### src/shared/pin_change_map.svh
`ifndef PIN_CHANGE_MAP_SVH
`define PIN_CHANGE_MAP_SVH

// register byte offsets on the axi4-lite bus
`define OFS_RISE_EDGE_ENABLE 12'h000
`define OFS_FALL_EDGE_ENABLE 12'h004
`define OFS_PIN_CHANGE_FLAG 12'h008
`define OFS_CHANGE_CONTROL 12'h00C
`define OFS_PIN_LEVEL 12'h010

// field positions inside the control register
`define BIT_CHANGE_SUMMARY_FLAG 0
`define BIT_CHANGE_IRQ_ENABLE 1

// reset values
`define RST_BYTE 8'h00
`define RST_WORD 32'h0000_0000

// axi response codes
`define RESP_OKAY 2'b00
`define RESP_SLVERR 2'b10

`endif

### src/shared/pin_change_pkg.sv
package pin_change_pkg;
    // write-channel states of the bus slave
    typedef enum logic [2:0] {
        wr_idle = 3'b001,
        wr_resp = 3'b010,
        wr_hold = 3'b100
    } wr_state_e;
    // read-channel states of the bus slave
    typedef enum logic [1:0] {
        rd_idle = 2'b01,
        rd_data = 2'b10
    } rd_state_e;
endpackage

### src/hdl/pin_sync_edge.sv
`timescale 1ns/1ps
`default_nettype none
// two-flop synchroniser per pin plus a history flop for edge detection
module pin_sync_edge #(
    parameter int WIDTH = 8
) (
    input wire logic aclk,
    input wire logic aresetn,
    input wire logic ce,
    input wire logic [WIDTH-1:0] pin_async,
    output logic [WIDTH-1:0] level,
    output logic [WIDTH-1:0] rise,
    output logic [WIDTH-1:0] fall
);
    logic [WIDTH-1:0] meta; // first stage, read only by the second
    logic [WIDTH-1:0] sync; // second stage, safe to use
    logic [WIDTH-1:0] hist; // previous synchronised level
    logic [2:0] warm; // marks stages that hold real pin samples

    // elaboration-time refusal of an empty port
    if (WIDTH < 1) begin : g_bad_width
        $error("pin_sync_edge needs at least one pin");
    end

    // all stages register together; edges stay masked until the
    // history flop holds a real sample, so a pin that idles high
    // after reset is not mistaken for a rising edge
    always_ff @(posedge aclk) begin
        if (!aresetn) begin
            meta <= '0;
            sync <= '0;
            hist <= '0;
            warm <= '0;
        end else if (ce) begin
            meta <= pin_async;
            sync <= meta;
            hist <= sync;
            warm <= {warm[1:0], 1'b1};
        end
    end

    // edge terms are combinational on the settled stages only
    genvar i;
    generate
        for (i = 0; i < WIDTH; i++) begin : g_edge
            assign rise[i] = sync[i] & ~hist[i] & warm[2];
            assign fall[i] = ~sync[i] & hist[i] & warm[2];
        end
    endgenerate
    assign level = sync;
endmodule
`default_nettype wire

### src/hdl/port_pin_change_detect.sv
//Contract
//- rising enable 1 makes rising edges events
//- falling enable 1 makes falling edges events
//- enable 0 suppresses that edge direction
//- enabled edge sets the pin change flag
//- any enabled edge sets summary flag too
//- software clears flags; new edge sets again
//- enables and flags reset to zero
//
// The address map and register access over AXI4-Lite were chosen for this implementation.
`timescale 1ns/1ps
`default_nettype none
`include "pin_change_map.svh"
module port_pin_change_detect
    import pin_change_pkg::*;
#(
    parameter int PINS = 8
) (
    input wire logic aclk,
    input wire logic aresetn,
    input wire logic ce,
    input wire logic [PINS-1:0] port_pin,
    output logic change_irq,
    // axi4-lite slave
    input wire logic [11:0] s_axi_awaddr,
    input wire logic s_axi_awvalid,
    output logic s_axi_awready,
    input wire logic [31:0] s_axi_wdata,
    input wire logic [3:0] s_axi_wstrb,
    input wire logic s_axi_wvalid,
    output logic s_axi_wready,
    output logic [1:0] s_axi_bresp,
    output logic s_axi_bvalid,
    input wire logic s_axi_bready,
    input wire logic [11:0] s_axi_araddr,
    input wire logic s_axi_arvalid,
    output logic s_axi_arready,
    output logic [31:0] s_axi_rdata,
    output logic [1:0] s_axi_rresp,
    output logic s_axi_rvalid,
    input wire logic s_axi_rready
);
    // registers are byte wide and live in byte lane 0
    if (PINS < 1 || PINS > 8) begin : g_bad_pins
        $error("port_pin_change_detect supports 1 to 8 pins");
    end

    logic [PINS-1:0] pin_level; // synchronised watched_port level
    logic [PINS-1:0] pin_rise; // one-cycle rise pulses
    logic [PINS-1:0] pin_fall; // one-cycle fall pulses

    // pins cross into aclk through two flops before any edge logic
    pin_sync_edge #(
        .WIDTH(PINS)
    ) u_sync (
        .aclk(aclk),
        .aresetn(aresetn),
        .ce(ce),
        .pin_async(port_pin),
        .level(pin_level),
        .rise(pin_rise),
        .fall(pin_fall)
    );

    logic [PINS-1:0] rise_edge_enable; // per-pin rising enable
    logic [PINS-1:0] fall_edge_enable; // per-pin falling enable
    logic [PINS-1:0] pin_change_flag; // sticky per-pin flags
    logic change_summary_flag; // sticky summary flag
    logic change_irq_enable; // gates the request output
    logic [PINS-1:0] next_rise_edge_enable;
    logic [PINS-1:0] next_fall_edge_enable;
    logic [PINS-1:0] next_pin_change_flag;
    logic next_change_summary_flag;
    logic next_change_irq_enable;
    logic next_change_irq;
    logic [PINS-1:0] edge_event; // qualified change events

    // write channel state
    wr_state_e wr_state, next_wr_state;
    logic [11:0] wr_addr, next_wr_addr;
    logic [31:0] wr_data, next_wr_data;
    logic [3:0] wr_strb, next_wr_strb;
    logic aw_got, next_aw_got; // address captured
    logic w_got, next_w_got; // data captured
    logic awready_q, next_awready;
    logic wready_q, next_wready;
    logic bvalid_q, next_bvalid;
    logic [1:0] bresp_q, next_bresp;
    logic wr_fire; // one-cycle register write
    logic wr_hit; // address decodes to a register
    // read channel state
    rd_state_e rd_state, next_rd_state;
    logic arready_q, next_arready;
    logic rvalid_q, next_rvalid;
    logic [31:0] rdata_q, next_rdata;
    logic [1:0] rresp_q, next_rresp;

    // edge qualification per pin
    genvar g;
    generate
        for (g = 0; g < PINS; g++) begin : g_evt
            assign edge_event[g] =
                (pin_rise[g] & rise_edge_enable[g]) |
                (pin_fall[g] & fall_edge_enable[g]);
        end
    endgenerate

    // address decode for writes
    always_comb begin
        wr_hit = 1'b0;
        case (wr_addr)
            `OFS_RISE_EDGE_ENABLE: wr_hit = 1'b1;
            `OFS_FALL_EDGE_ENABLE: wr_hit = 1'b1;
            `OFS_PIN_CHANGE_FLAG: wr_hit = 1'b1;
            `OFS_CHANGE_CONTROL: wr_hit = 1'b1;
            `OFS_PIN_LEVEL: wr_hit = 1'b1; // read-only, write ignored
            default: wr_hit = 1'b0;
        endcase
    end

    // next values of the block's own registers
    always_comb begin
        next_rise_edge_enable = rise_edge_enable;
        next_fall_edge_enable = fall_edge_enable;
        next_pin_change_flag = pin_change_flag;
        next_change_summary_flag = change_summary_flag;
        next_change_irq_enable = change_irq_enable;
        // software writes first, so a same-cycle edge overrides a clear
        if (wr_fire && wr_strb[0]) begin
            case (wr_addr)
                `OFS_RISE_EDGE_ENABLE: begin
                    next_rise_edge_enable = wr_data[PINS-1:0];
                end
                `OFS_FALL_EDGE_ENABLE: begin
                    next_fall_edge_enable = wr_data[PINS-1:0];
                end
                `OFS_PIN_CHANGE_FLAG: begin
                    // plain write lets software clear flags to 0
                    next_pin_change_flag = wr_data[PINS-1:0];
                end
                `OFS_CHANGE_CONTROL: begin
                    next_change_summary_flag =
                        wr_data[`BIT_CHANGE_SUMMARY_FLAG];
                    next_change_irq_enable =
                        wr_data[`BIT_CHANGE_IRQ_ENABLE];
                end
                default: begin
                end
            endcase
        end
        // hardware set wins over any clear in the same cycle
        next_pin_change_flag = next_pin_change_flag | edge_event;
        if (|edge_event) begin
            next_change_summary_flag = 1'b1;
        end
        // request follows the stored flag and enable
        next_change_irq = next_change_summary_flag &
            next_change_irq_enable;
    end

    // block registers; every reset clears enables and flags
    always_ff @(posedge aclk) begin
        if (!aresetn) begin
            rise_edge_enable <= `RST_BYTE;
            fall_edge_enable <= `RST_BYTE;
            pin_change_flag <= `RST_BYTE;
            change_summary_flag <= 1'b0;
            change_irq_enable <= 1'b0;
            change_irq <= 1'b0;
        end else if (ce) begin
            rise_edge_enable <= next_rise_edge_enable;
            fall_edge_enable <= next_fall_edge_enable;
            pin_change_flag <= next_pin_change_flag;
            change_summary_flag <= next_change_summary_flag;
            change_irq_enable <= next_change_irq_enable;
            change_irq <= next_change_irq;
        end
    end

    // write channel: take aw and w in either order, then answer
    always_comb begin
        next_wr_state = wr_state;
        next_wr_addr = wr_addr;
        next_wr_data = wr_data;
        next_wr_strb = wr_strb;
        next_aw_got = aw_got;
        next_w_got = w_got;
        next_awready = 1'b0;
        next_wready = 1'b0;
        next_bvalid = bvalid_q;
        next_bresp = bresp_q;
        wr_fire = 1'b0;
        case (wr_state)
            wr_idle: begin
                if (s_axi_awvalid && awready_q) begin
                    next_aw_got = 1'b1;
                    next_wr_addr = s_axi_awaddr;
                end
                if (s_axi_wvalid && wready_q) begin
                    next_w_got = 1'b1;
                    next_wr_data = s_axi_wdata;
                    next_wr_strb = s_axi_wstrb;
                end
                // ready is offered one cycle, then withdrawn
                next_awready = !next_aw_got && !awready_q;
                next_wready = !next_w_got && !wready_q;
                // both readys are already low once both halves are held
                if (next_aw_got && next_w_got) begin
                    next_wr_state = wr_hold;
                end
            end
            wr_hold: begin
                // captured pair is applied here, one cycle
                wr_fire = wr_hit;
                next_bresp = wr_hit ? `RESP_OKAY : `RESP_SLVERR;
                next_bvalid = 1'b1;
                next_wr_state = wr_resp;
            end
            wr_resp: begin
                if (s_axi_bready) begin
                    next_bvalid = 1'b0;
                    next_aw_got = 1'b0;
                    next_w_got = 1'b0;
                    next_wr_state = wr_idle;
                end
            end
            default: begin
                next_wr_state = wr_idle;
            end
        endcase
    end

    // write channel registers
    always_ff @(posedge aclk) begin
        if (!aresetn) begin
            wr_state <= wr_idle;
            wr_addr <= 12'h000;
            wr_data <= `RST_WORD;
            wr_strb <= 4'h0;
            aw_got <= 1'b0;
            w_got <= 1'b0;
            awready_q <= 1'b0;
            wready_q <= 1'b0;
            bvalid_q <= 1'b0;
            bresp_q <= `RESP_OKAY;
        end else if (ce) begin
            wr_state <= next_wr_state;
            wr_addr <= next_wr_addr;
            wr_data <= next_wr_data;
            wr_strb <= next_wr_strb;
            aw_got <= next_aw_got;
            w_got <= next_w_got;
            awready_q <= next_awready;
            wready_q <= next_wready;
            bvalid_q <= next_bvalid;
            bresp_q <= next_bresp;
        end
    end

    // read channel: one-cycle ready pulse, data registered
    always_comb begin
        next_rd_state = rd_state;
        next_arready = 1'b0;
        next_rvalid = rvalid_q;
        next_rdata = rdata_q;
        next_rresp = rresp_q;
        case (rd_state)
            rd_idle: begin
                next_arready = s_axi_arvalid && !arready_q;
                if (s_axi_arvalid && arready_q) begin
                    next_rvalid = 1'b1;
                    next_rresp = `RESP_OKAY;
                    next_rdata = `RST_WORD;
                    case (s_axi_araddr)
                        `OFS_RISE_EDGE_ENABLE: begin
                            next_rdata[PINS-1:0] = rise_edge_enable;
                        end
                        `OFS_FALL_EDGE_ENABLE: begin
                            next_rdata[PINS-1:0] = fall_edge_enable;
                        end
                        `OFS_PIN_CHANGE_FLAG: begin
                            next_rdata[PINS-1:0] = pin_change_flag;
                        end
                        `OFS_CHANGE_CONTROL: begin
                            next_rdata[`BIT_CHANGE_SUMMARY_FLAG] =
                                change_summary_flag;
                            next_rdata[`BIT_CHANGE_IRQ_ENABLE] =
                                change_irq_enable;
                        end
                        `OFS_PIN_LEVEL: begin
                            next_rdata[PINS-1:0] = pin_level;
                        end
                        default: begin
                            next_rresp = `RESP_SLVERR;
                        end
                    endcase
                    next_rd_state = rd_data;
                end
            end
            rd_data: begin
                if (s_axi_rready) begin
                    next_rvalid = 1'b0;
                    next_rd_state = rd_idle;
                end
            end
            default: begin
                next_rd_state = rd_idle;
            end
        endcase
    end

    // read channel registers
    always_ff @(posedge aclk) begin
        if (!aresetn) begin
            rd_state <= rd_idle;
            arready_q <= 1'b0;
            rvalid_q <= 1'b0;
            rdata_q <= `RST_WORD;
            rresp_q <= `RESP_OKAY;
        end else if (ce) begin
            rd_state <= next_rd_state;
            arready_q <= next_arready;
            rvalid_q <= next_rvalid;
            rdata_q <= next_rdata;
            rresp_q <= next_rresp;
        end
    end
    assign s_axi_awready = awready_q;
    assign s_axi_wready = wready_q;
    assign s_axi_bvalid = bvalid_q;
    assign s_axi_bresp = bresp_q;
    assign s_axi_arready = arready_q;
    assign s_axi_rvalid = rvalid_q;
    assign s_axi_rdata = rdata_q;
    assign s_axi_rresp = rresp_q;
endmodule
`default_nettype wire

### config.mk
export PLATFORM = sky130hd
export DESIGN_NAME = port_pin_change_detect
export DESIGN_NICKNAME = d
export VERILOG_FILES = /design/src/shared/pin_change_pkg.sv /design/src/hdl/pin_sync_edge.sv /design/src/hdl/port_pin_change_detect.sv
export VERILOG_INCLUDE_DIRS = /design/src /design/src/shared
export SDC_FILE = /design/constraint.sdc
export NUM_CORES = 1
export LEC_CHECK = 0
export ABC_AREA = 1
export BUFFER_PORTS_ARGS = -buffer_cell sky130_fd_sc_hd__clkbuf_2
export CORE_MARGIN = 5
export CORE_UTILIZATION = 50
export CTS_CLUSTER_DIAMETER = 200
export DETAILED_ROUTE_END_ITERATION = 8
export HOLD_SLACK_MARGIN = 0.06
export PLACE_DENSITY = 0.79
export RECOVER_POWER = 50
export SYNTH_ARGS = -nofsm -noshare
export SYNTH_HDL_FRONTEND = slang
export SYNTH_HIERARCHICAL = 1
export SYNTH_SLANG_ARGS = --single-unit
### constraint.sdc
create_clock -name aclk -period 4.1 [get_ports aclk]
set_clock_uncertainty 0.2 [all_clocks]
set_input_delay 0.82 -clock aclk [delete_from_list [all_inputs] [get_ports aclk]]
set_output_delay 0.82 -clock aclk [all_outputs]
set_load 0.02 [all_outputs]
Word-level counts from Yosys, hierarchy flattened:

Index checks and enable logic that the tools add are counted.

* flip-flop bits (word level): 99
* bits of input ports: 76
* output and inout port bits: 42
* logic and storage cells: 181

* equal/unequal tests: 17
* mux-type cells: 33
* bitwise operators: 74
* reduce and logical (&&, ||, !) cells: 32

Operators by type and width (count)
* $and A1 B1 Y1: 49
* $eq A12 B4 Y1 const B: 4
* $reduce_and A3 Y1: 9
* $eq A12 B3 Y1 const B: 2
* $eq A12 B5 Y1 const B: 2
* $logic_not A12 Y1: 2
* $pmux W6 S4: 1
* $mux W1: 17
* $mux W8: 2
* $not A1 Y1: 16
* $pmux W2 S5: 1
* $reduce_or A5 Y1: 2
* $pmux W3 S3: 1
* $logic_and A1 B1 Y1: 8
* $mux W2: 4
* $ne A2 B2 Y1 const B: 4
* $or A1 B1 Y1: 8
* $or A8 B8 Y8: 1
* $pmux W1 S2: 4
* $reduce_or A8 Y1: 1
* $mux W3: 2
* $reduce_bool A2 Y1: 3
* $logic_not A1 Y1: 5
* $pmux W2 S2: 1
* 7 further kinds: 7

Logic depth before layout (Yosys ltp):

Gate-level depths: netlist of the first run.

* depth after elaboration: 8
* depth in mapped cells: 11
* mapped depth without buffers: 10

Modules after synthesis:

Netlist of the first run, hierarchy kept.

By module, submodules not included
* port_pin_change_detect: instances 1, cells each 552, area an instance 3757.4 um2, seq. area each 1401.3 um2
* pin_sync_edge: instances 1, cells each 193, area an instance 1239.9 um2, seq. area each 540.5 um2

Least setup slack after synthesis of the first run:

Ideal clock, no wire load.

* path type: in2reg
* start point: in s_axi_araddr[1]
* end point: reg rdata_q[1], in the netlist s_axi_rdata[1]
* setup time: 0.056 ns
* data arrival time: 1.738 ns
* required time: 3.844 ns
* path slack: 2.107 ns
* stages on the path: 9
* buffers on the path: 0
* cells stage by stage: nor2_2 > nand2_1 > nor3_4 > nand2_1 > o22ai_1 > nor2_1 > nand3_1 > nand2_1 > inv_1

* cells in the longest elaborated chain, start to end: 2
* elaborated cells between the ends (all ways): 6
* those cells by class: eq/ne: 4; mux: 1; reduce/logical: 1

Ends and longest elaborated chain
* from (decl): line port_pin_change_detect.sv:35 `input wire logic [11:0] s_axi_araddr,`
* $eq A12 B5 Y1 (tied with other cells): line port_pin_change_detect.sv:274 `case (s_axi_araddr)`
* $pmux W2 S5 (*): line port_pin_change_detect.sv:274
* to (signal assigned): line port_pin_change_detect.sv:318 `` rdata_q <= `RST_WORD; ``
* to (signal assigned): line port_pin_change_detect.sv:324 `rdata_q <= next_rdata;`
* to (decl): line port_pin_change_detect.sv:95 `logic [31:0] rdata_q, next_rdata;`

Every way passes the cells marked *; elsewhere a longest branch is shown, timed or not.
A chain may end at the register's enable or synchronous reset.

Worst setup path after layout of the first run:

* start point: in ce
* end point: reg fall_edge_enable[3]

* cells in the longest elaborated chain, start to end: 1

Ends and longest elaborated chain
* from (decl): line port_pin_change_detect.sv:21 `input wire logic ce,`
* $reduce_and A3 Y1 (no line)
* to (signal assigned): line port_pin_change_detect.sv:165 `` fall_edge_enable <= `RST_BYTE; ``
* to (signal assigned): line port_pin_change_detect.sv:172 `fall_edge_enable <= next_fall_edge_enable;`
* to (decl): line port_pin_change_detect.sv:66 `logic [PINS-1:0] fall_edge_enable;`

Every way passes these cells.

==> results by group, run 1 <==
CTS
  • Clk_lat worst skew: between 300 and 400 ps
  • Post-CTS setup buffer count: 0
  • Depth of the CTS H-tree: 3
  • Max Buffers Root-to-Sink: 2
  • CTS tree: yes
  • Worst-path clk slew: 90 ps
  • CTS sink cnt: 97
  • Num CTS Buffers: 9
  • Post-cts resize count: 0
  • CTS Hold Buffers Added: 0
  • Root Buffer: clkbuf_8

Finish
  • Syn-to-layout area delta: 8.59%
  • Commonest non-fill, non-tap cells in the layout: nor2_1 (165), nand2_1 (165), dfxtp_1 (97)
  • Sequential cell area: around 0.0019 sq mm
  • # fillers: 1012
  • Multi-input gate area: 0.00241 sq mm
  • Layout cells sized above 1: 12.0%
  • Ant. Diodes: 0
  • Fin nets: 870

Floorplan
  • Initial Util: around half
  • FP Rows: 36
  • Die height: approximately 110 um
  • Die width: 110 um
  • Core ar.: 0.00977 sq mm
  • Die Area: between 0.01 and 0.015 sq mm
  • IO Pins: 118

Setup path
  • CP Data Required Time: 4210 ps
  • Crit. Startpoint: ce
  • Crit Path Category: in2reg
  • Worst flop-to-flop path startpoint: wr_state[1]
  • Worst setup SP type: input pin
  • CP max FO: 23
  • Crit path DAT: 2830 ps
  • CP Capture Type: register

Yosys
  • Netlist Area Pre-Place: 0.00500 sq mm
  • Yosys reg bits: 97
  • Synth Instances: 745
  • Asr flop ratio synth: 0%
  • Register area share after synthesis: about 40%
  • Mapped Avg Cell Area: 6.71 sq um
  • Yosys warns: 6
  • Dominant register cell in the synthesized netlist: dfxtp_1
  • EDFF count, synth: 0
  • Distinct cells, synth: 34

Global routing
  • Total GRT Usage: between 15 and 20%
  • First-pass GRT wire length: 18.6 mm
  • Total grt overflow: 0
  • Antenna violations before repair: 0
  • Vias in the first global route: 3928
  • Largest net degree at the start of global routing: 58

STA
  • Final Max Slew Viols: 0
  • Final Hold Vio Count: 0
  • Fin Setup TNS: 0 ps
  • Period Utilization, post-route: 66.2%
  • Finish-stage setup viols: 0
  • Final WS setup: 1380 ps
  • Fmax: 368 MHz
  • Slew @ Worst Pin: about 830 ps
  • Max transition margin: 44.8%
  • Min Hold Slack: 264 ps
  • Clock period minus worst slack: 2720 ps
  • RSZ-0062 raised after global routing: false

Pwr
  • Sequential Power Share: between 40% and 50%
  • Max VDD drop: 0.206 mV
  • P_leak: roughly 2.6 nW
  • Int Power: 1.60 mW
  • Clock share of power: 31.2%
  • Power Density: approximately 440 mW/mm^2
  • Sw frac: 33.1%
  • Gate power share: 22.8%
  • Net Switching: roughly 0.8 mW

Route
  • Drt via density: 4.91
  • TritonRoute pass-1 iters: 5
  • Via count: 4577
  • Drt initial violations: 286
  • Residual DRC: 0
  • Routed Antenna Nets: 0
  • Routed WL: 11.3 mm
  • DR WL/cell: 12.1 um

Placed design
  • DP Worst Slack: around 1400 ps
  • Number of I/O port buffers: 64
  • RePlAce Congestion: ~0.86
  • HPWL after DPL: 7.85 mm

Run status
  • Outcome: finished clean

Flow run
  • Maximum capacitance violations: 0

Min path
  • Hold path start: u_sync/warm[0]
  • Hold WC Path Type: reg2reg
-- final cells by class --
type	count	share of cell area, %
Clock buffer	9	2.28
Clock inverter	7	2.19
Inverter	94	6.50
Multi-Input combinational cell	526	44.4
Sequential cell	97	35.8
Tap cell	133	3.07
Timing Repair Buffer	66	5.79
-- synth_stat cells (3+ instances only) --
master	instances	area, sq um
nand2_1	165	619
nor2_1	164	616
dfxtp_1	97	1940
inv_1	84	315
o21ai_0	36	180
a21oi_1	33	165
buf_4	31	233
nand3_1	21	105
nand4_1	14	87.6
nor3_1	12	60.1
inv_2	10	37.5
buf_6	9	101
clkbuf_1	9	33.8
o21ai_1	9	45.0
nor2_2	8	50.1
o22ai_1	8	50.1
a22o_1	7	61.3
nand4_4	4	85.1
nor2_4	3	33.8
-- kinds of logic (layout without fill, tap and decap cells) --
kind of cell | count (synthesis) | in the layout | share of synthesized area [%]
AND/OR/NAND/NOR | 400 | 400 | 35.2
AO/OA/AOI/OAI | 100 | 100 | 11.1
buffers and inverters | 147 | 176 | 14.8
other | 1 | 26 | 0.0750
flip-flops | 97 | 97 | 38.9
-- flip-flops by register name, summed over array words and instances (netlist names), 2 cells and up --
| name | cells |
|---|---|
| u_sync/hist | 8 |
| rd_state | 2 |
| wr_addr | 12 |
| fall_edge_enable | 8 |
| s_axi_rdata | 8 |
| wr_state | 3 |
| u_sync/warm | 3 |
| wr_data | 8 |
| u_sync/meta | 8 |
| pin_change_flag | 8 |
| u_sync/level | 8 |
| rise_edge_enable | 8 |
-- worst paths after layout --
kind | slack (ps) | depth (start not counted) | to
worst max-delay path | 1380 | 7 | fall_edge_enable[3]
worst min register to register | 260 | 1 | u_sync/warm[0]
worst min-delay path | 260 | 1 | u_sync/warm[0]
worst max register to register | 1970 | 8 | change_irq_enable
-- power groups by stage --
stage / clock network, mW / logic [mW] / registers (mW)
floorplan: 0 / 0.479 / 1.11
finish: 0.746 / 0.545 / 1.10
global placement: 0 / 0.539 / 1.12
CTS: 0.752 / 0.547 / 1.10
detailed placement: 0 / 0.545 / 1.12
global route: 0.790 / 0.617 / 1.11
-- worst max-delay path, stage by stage --
cell and delay (ps):
clkbuf_1 370, inv_1 500, nor2_1 570, nand4_4 280
nand2_1 130, nand2_1 50, nor2_1 100
-- metal layers --
layer / GRT usage [%] / share of wire, %
met1: 26.5 / 47
met4: 7.03 / 1.7
met2: 29.9 / 44
met3: 3.84 / 6.9
met5: 0 / 0
-- per-stage QoR --
step                      std cells  total power, mW  util [%]  instance area, sq um
after floorplan                 770             1.59         -                  5090
after global placement          916             1.66      53.3                  5210
after detailed placement        916             1.66      53.3                  5210
after CTS                       932             2.40      55.8                  5450
after global routing            932             2.52      55.5                  5430
final                           932             2.39      55.5                  5430
Power figures use the tool's default switching activity.
==> inputs of run 2 (changes only) <==
Settings changed: ABC_AREA 1 to 0, PLACE_DENSITY 0.79 to 0.8.
Clock period 4.1 ns to 2.5 ns, I/O delays scaled along.
==> results by group, run 2 <==
Setup path
  • CP cell instances: and4bb_4 > nand4_4 > or4_1 > nand3_1 > o21ai_0 (was clkbuf_1 > inv_1 > nor2_1 > nand4_4 > nand2_1 > nand2_1 > nor2_1)
  • CP max-delay cell: or4_1 (was nor2_1)
  • CP max FO: 16 (was 23)
  • Crit Path Category: reg2reg (was in2reg)
  • Crit path DAT: 2320 ps (was 2830 ps)
  • CP Data Required Time: 2520 ps (was 4210 ps)
  • Max incr delay on CP: 780 ps (was 570 ps)
  • CP Capture Type: register (unchanged)
  • Worst setup SP type: register (was input pin)

STA
  • Clock period minus worst slack: approximately 2300 ps
  • Fmax: 435 MHz
  • Slew @ Worst Pin: 1090 ps (was 827 ps)
  • Finish-stage setup viols: 0 (unchanged)
  • Period Utilization, post-route: 91.9%
  • Final Max Slew Viols: 0 (unchanged)
  • Final WS setup: 201 ps (was 1380 ps)
  • Fin Setup TNS: 0 ps (unchanged)
  • Final Hold Vio Count: 0 (unchanged)
  • Max transition margin: 27.4% (was 44.8%)
  • RSZ-0062 raised after global routing: false (unchanged)

Yosys
  • Mapped Avg Cell Area: 9.27 sq um (was 6.71 sq um)
  • Register area share after synthesis: 42.5% (was 38.9%)
  • Dominant register cell in the synthesized netlist: dfxtp_1 (unchanged)
  • Commonest cells post-synth: dfxtp_1 (97), nor2b_1 (56), mux2i_1 (52) (was nand2_1 (165), nor2_1 (164), dfxtp_1 (97))
  • Area share of the largest cell type after synthesis: 42.5% (was 38.9%)
  • Synth area leader: dfxtp_1 (unchanged)
  • Netlist Area Pre-Place: 0.00457 sq mm (was 0.00500 sq mm)
  • Synth top area cells: dfxtp_1 (42%), mux2i_1 (11%), nor2b_1 (7.7%) (was dfxtp_1 (39%), nand2_1 (12%), nor2_1 (12%))
  • Yosys reg bits: 97 (unchanged)
  • Distinct cells, synth: 47 (was 34)
  • Asr flop ratio synth: 0% (unchanged)
  • Synth Instances: 493 (was 745)
  • EDFF count, synth: 0 (unchanged)
  • Most numerous cell in the Yosys netlist: dfxtp_1 (was nand2_1)
  • Yosys warns: 6 (unchanged)

CTS
  • Num CTS Buffers: 9 (unchanged)
  • Max Buffers Root-to-Sink: 2 (unchanged)
  • CTS sink cnt: 97 (unchanged)
  • Post-cts resize count: 0 (unchanged)
  • Root Buffer: clkbuf_8 (unchanged)
  • Worst-path clk slew: 90 ps (about the same)
  • Depth of the CTS H-tree: 3 (unchanged)
  • CTS tree: yes (unchanged)
  • CTS Hold Buffers Added: 0 (unchanged)
  • Clk_lat worst skew: 360 ps (was 380 ps)
  • Post-CTS setup buffer count: 0 (unchanged)

Route
  • Routed WL: 9.89 mm (was 11.3 mm)
  • Drt initial violations: 173 (was 286)
  • TritonRoute pass-1 iters: 6 (was 5)
  • Routed Antenna Nets: 0 (unchanged)
  • Drt via density: 5.56 (was 4.91)
  • Residual DRC: 0 (unchanged)
  • DR WL/cell: 14.9 um (was 12.1 um)
  • Via count: 3695 (was 4577)

Finish
  • Final Core Density: 57.0% (was 55.5%)
  • Fin nets: 629 (was 870)
  • Most flops, register: wr_addr (unchanged)
  • Largest register FFs: 12 (unchanged)
  • Commonest non-fill, non-tap cells in the layout: dfxtp_1 (97), nor2b_1 (56), mux2i_1 (52) (was nor2_1 (165), nand2_1 (165), dfxtp_1 (97))
  • Layout cells sized above 1: 15.3% (was 12.0%)
  • Finished Layout Cells: 665 (was 932)
  • Ant. Diodes: 0 (unchanged)
  • Syn-to-layout area delta: 9.80% (was 8.59%)
  • Commonest non-fill, non-tap cell in the layout: dfxtp_1

Floorplan
  • Initial Util: 51.9% (was 51.1%)
  • IO Pins: 118 (unchanged)
  • Die Area: 0.0112 sq mm (was 0.0121 sq mm)
  • FP Rows: 34 (was 36)
  • Core ar.: 0.00881 sq mm (was 0.00977 sq mm)
  • Die height: 106 um (was 110 um)
  • Die width: 106 um (was 110 um)

Global routing
  • Antenna violations before repair: 0 (unchanged)
  • Total GRT Usage: 17.8% (was 19.3%)
  • Vias in the first global route: 3538 (was 3928)
  • Total grt overflow: 0 (unchanged)
  • Largest net degree at the start of global routing: 37 (was 58)
  • First-pass GRT wire length: 16.4 mm (was 18.6 mm)

Placed design
  • Placed insts: 650 (was 916)
  • DP Worst Slack: 104 ps (was 1410 ps)
  • Number of I/O port buffers: 64 (unchanged)
  • HPWL after DPL: 7.21 mm (was 7.85 mm)
  • RePlAce Congestion: 0.854 (was 0.861)

Pwr
  • P_leak: 1.96 nW (was 2.65 nW)
  • Power Density: 572 mW/mm^2 (was 440 mW/mm^2)
  • Max VDD drop: 0.302 mV (was 0.206 mV)

Min path
  • Hold WC Path Type: in2reg (was reg2reg)

Run status
  • Outcome: finished clean (unchanged)

Flow run
  • Maximum capacitance violations: 0 (unchanged)
==> run 2: changes by cell type after synthesis, moves of 14 or more <==
cell / previous run / this run
nor2_1: 164 / 19
nand2_1: 165 / 40
inv_1: 84 / 5
nor2b_1: 0 / 56
mux2i_1: 0 / 52
nand4_1: 14 / 0
==> run 2: kinds of logic (layout without fill, tap and decap cells) <==
group                  after synthesis  after routing  share of synthesized area [%]
AOI/OAI and AO/OA                  110            110                           15.8
buffers and inverters               60             99                           8.38
DFF                                 97             97                           42.5
muxes                               54             54                           11.9
other                                1             26                         0.0820
and+or+nand+nor                    171            171                           21.4
==> run 2: area by class of cell <==
type / instances / area (sq um)
tap: 108 / 135
multi-input combinational: 361 / 2340
sequential: 97 / 1940
fill: 785 / 3790
clock buffer: 10 / 128
clock inverter: 5 / 56.3
timing repair buffer: 79 / 399
inverter: 5 / 18.8
==> run 2: final timing paths <==
| check | cells after the start | start | to | slack, ps |
|---|---|---|---|---|
| worst max register to register | 5 | wr_state[0] | rise_edge_enable[4] | 200 |
| worst max-delay path | 5 | wr_state[0] | rise_edge_enable[4] | 200 |
| worst min-delay path | 3 | s_axi_awaddr[11] | wr_addr[11] | 190 |
| worst min register to register | 2 | s_axi_rdata[5] | s_axi_rdata[5] | 260 |
==> run 2: stage by stage <==
stage	power (mW)	instance area (sq um)	hold WS (ps)
floorplan	1.87	4660	227
global placement	1.91	4870	234
detailed placement	1.92	4870	245
CTS	2.89	5050	180
global route	3.00	5020	190
finish	2.87	5020	189
==> run 2: critical path, delay by kind of cell, from the launching register on <==
kind	cells	cell delay, ps
compound gates	1	100
flops	1	400
simple gates	4	1460
==> run 2: power breakdown <==
group          leakage, nW  internal (mW)  switching (mW)  total (mW)
registers            0.786           1.58          0.0329        1.61
logic                 1.09          0.112           0.163       0.275
clock network       0.0925          0.458           0.525       0.983
==> run 2: routing by layer <==
metal / global-route usage [%] / wire (um) / up-vias
met5: 0 / 0 / -
met4: 6.01 / 104 / 0
met3: 3.97 / 578 / 9
met2: 28.9 / 4620 / 125
met1: 23.4 / 4600 / 1750
li1: - / - / 1811
==> inputs of run 3 (changes only) <==
Settings changed: CELL_PAD_IN_SITES_DETAIL_PLACEMENT set to 1, CELL_PAD_IN_SITES_GLOBAL_PLACEMENT set to 1, CORE_UTILIZATION 50 to 40, PLACE_DENSITY 0.8 to 0.84, SLEW_MARGIN set to 20.
==> results by group, run 3 (synthesis gave the netlist of run 2 again) <==
Pwr
  • Gate power share: 8.6% (was 9.6%)
  • Net Switching: 0.773 mW (was 0.721 mW)
  • Clock share of power: 42.3% (was 34.3%)
  • Max VDD drop: 0.347 mV (was 0.302 mV)
  • Power Density: 635 mW/mm^2 (was 572 mW/mm^2)
  • Sw frac: 23.5% (was 25.1%)
  • P_leak: 2.02 nW (was 1.96 nW)
  • Sequential Power Share: 49.1% (was 56.2%)
  • Int Power: 2.51 mW (was 2.15 mW)

Finish
  • Commonest non-fill, non-tap cell in the layout: dfxtp_1 (unchanged)
  • Syn-to-layout area delta: 13.3% (was 9.80%)
  • Largest register FFs: 12 (unchanged)
  • Finished Layout Cells: 700 (was 665)
  • Ant. Diodes: 0 (unchanged)
  • Layout cells sized above 1: 15.4% (was 15.3%)
  • Final Core Density: 45.7% (was 57.0%)
  • Most flops, register: wr_addr (unchanged)
  • Fin nets: 629 (unchanged)
  • Commonest non-fill, non-tap cells in the layout: dfxtp_1 (97), nor2b_1 (56), mux2i_1 (52) (unchanged)

Route
  • Drt via density: 5.42 (was 5.56)
  • DR WL/cell: 17.1 um (was 14.9 um)
  • Via count: 3793 (was 3695)
  • Routed WL: 12.0 mm (was 9.89 mm)
  • TritonRoute pass-1 iters: 5 (was 6)
  • Routed Antenna Nets: 0 (unchanged)
  • Drt initial violations: 229 (was 173)
  • Residual DRC: 0 (unchanged)

Floorplan
  • Die Area: 0.0137 sq mm (was 0.0112 sq mm)
  • Core ar.: 0.0113 sq mm (was 0.00881 sq mm)
  • Die height: 117 um (was 106 um)
  • IO Pins: 118 (unchanged)
  • FP Rows: 39 (was 34)
  • Die width: 117 um (was 106 um)
  • Initial Util: 40.4% (was 51.9%)

Setup path
  • Worst R2R End: rise_edge_enable[5] (was rise_edge_enable[4])
  • Worst setup SP type: register (unchanged)
  • R2R setup slack: 110 ps (was 200 ps)
  • Worst flop-to-flop path startpoint: wr_addr[11] (was wr_state[0])
  • Crit Path Category: reg2reg (unchanged)
  • Cells on worst reg2reg path: 5 (unchanged)
  • Crit path DAT: 2400 ps (was 2320 ps)
  • CP Capture Type: register (unchanged)
  • CP Data Required Time: 2510 ps (was 2520 ps)
  • CP max FO: 16 (unchanged)

Placed design
  • HPWL after DPL: 8.55 mm (was 7.21 mm)
  • Number of I/O port buffers: 64 (unchanged)
  • RePlAce Congestion: 0.846 (was 0.854)
  • Placed insts: 685 (was 650)

Global routing
  • First-pass GRT wire length: 19.1 mm (was 16.4 mm)
  • Total grt overflow: 0 (unchanged)
  • Antenna violations before repair: 0 (unchanged)
  • Largest net degree at the start of global routing: 33 (was 37)
  • Total GRT Usage: 17.8% (about the same)
  • Vias in the first global route: 3936 (was 3538)

Min path
  • Hold path start: port_pin[6] (was s_axi_awaddr[11])
  • Min-Delay Path Depth: 3 (unchanged)
  • Hold WC Path Type: in2reg (unchanged)
  • Worst Hold Path EP: u_sync/meta[6] (was wr_addr[11])

CTS
  • Depth of the CTS H-tree: 3 (unchanged)
  • Post-CTS setup buffer count: 0 (unchanged)
  • Max Buffers Root-to-Sink: 2 (unchanged)
  • CTS tree: yes (unchanged)
  • CTS Hold Buffers Added: 0 (unchanged)
  • Worst-path clk slew: 60 ps (was 90 ps)
  • Root Buffer: clkbuf_16 (was clkbuf_8)
  • CTS sink cnt: 97 (unchanged)
  • Num CTS Buffers: 9 (unchanged)
  • Clk_lat worst skew: 350 ps (was 360 ps)
  • Post-cts resize count: 0 (unchanged)

Flow run
  • Maximum capacitance violations: 0 (unchanged)

STA
  • Fmax: 418 MHz (was 435 MHz)
  • Period Utilization, post-route: 95.8% (was 91.9%)
  • Slew @ Worst Pin: 1180 ps (was 1090 ps)
  • Finish-stage setup viols: 0 (unchanged)
  • Fin Setup TNS: 0 ps (unchanged)
  • Max transition margin: 21.3% (was 27.4%)
  • Final Max Slew Viols: 0 (unchanged)
  • Final Hold Vio Count: 0 (unchanged)
  • Clock period minus worst slack: 2390 ps (was 2300 ps)
  • RSZ-0062 raised after global routing: false (unchanged)

Run status
  • Outcome: finished clean (unchanged)
## run 3: cell count changes in the layout (fill, tap and decap cells not counted), sizes merged
cell,change
buf,+1
clkbuf,+1
clkinvlp,-1
inv,-1
## run 3: power groups by stage
| stage | combinational [mW] | clock [mW] | sequential, mW |
|---|---|---|---|
| 5_1_grt | 0.311 | 1.48 | 1.62 |
| 6_report | 0.283 | 1.39 | 1.61 |
| 2_1_floorplan | 0.223 | 0 | 1.64 |
| 3_5_place_dp | 0.285 | 0 | 1.65 |
| 3_3_place_gp | 0.274 | 0 | 1.65 |
| 4_1_cts | 0.288 | 1.41 | 1.61 |
## run 3: worst max-delay path by stage
stage                     cells past startpoint  slack, ps             endpoint             from
final                                         5        110  rise_edge_enable[5]      wr_addr[11]
after global routing                          5         20  rise_edge_enable[5]      wr_addr[11]
after CTS                                     5        100  rise_edge_enable[5]      wr_addr[11]
after detailed placement                      6         60  rise_edge_enable[5]               ce
after global placement                        6        140  rise_edge_enable[3]               ce
after floorplan                               4        330       s_axi_rdata[2]  s_axi_araddr[7]
## run 3: stage by stage
step                setup slack (ps)  area, sq um  power (mW)  hold WS [ps]
finish                           106         5180        3.29           213
floorplan                        333         4660        1.87           227
global route                    20.5         5180        3.41           231
detailed placement              63.4         4910        1.93           257
global placement                 143         4910        1.92           234
CTS                             98.8         5210        3.31           213
## run 3: final cells by class
cell class | count | area [sq um]
fill | 1335 | 6140
multi-input combinational | 361 | 2340
sequential | 97 | 1940
timing repair buffer | 79 | 403
clock buffer | 12 | 256
tap | 143 | 179
clock inverter | 3 | 40.0
inverter | 5 | 18.8
## run 3: per-layer routing
metal,vias to the layer above,routed length (um),GRT usage [%],share of wire (%)
li1,1819,-,-,-
met1,1845,5230,21.8,44
met2,111,5830,30.7,49
met3,18,707,3.19,5.9
met4,0,231,7.80,1.9
met5,-,0,0,0
## run 3: critical path, stage by stage (launching register included)
cell and delay, ps:
dfxtp_1 310, nor3_1 440, nand4_4 180, or4_1 800
nand3_1 210, o21ai_0 100
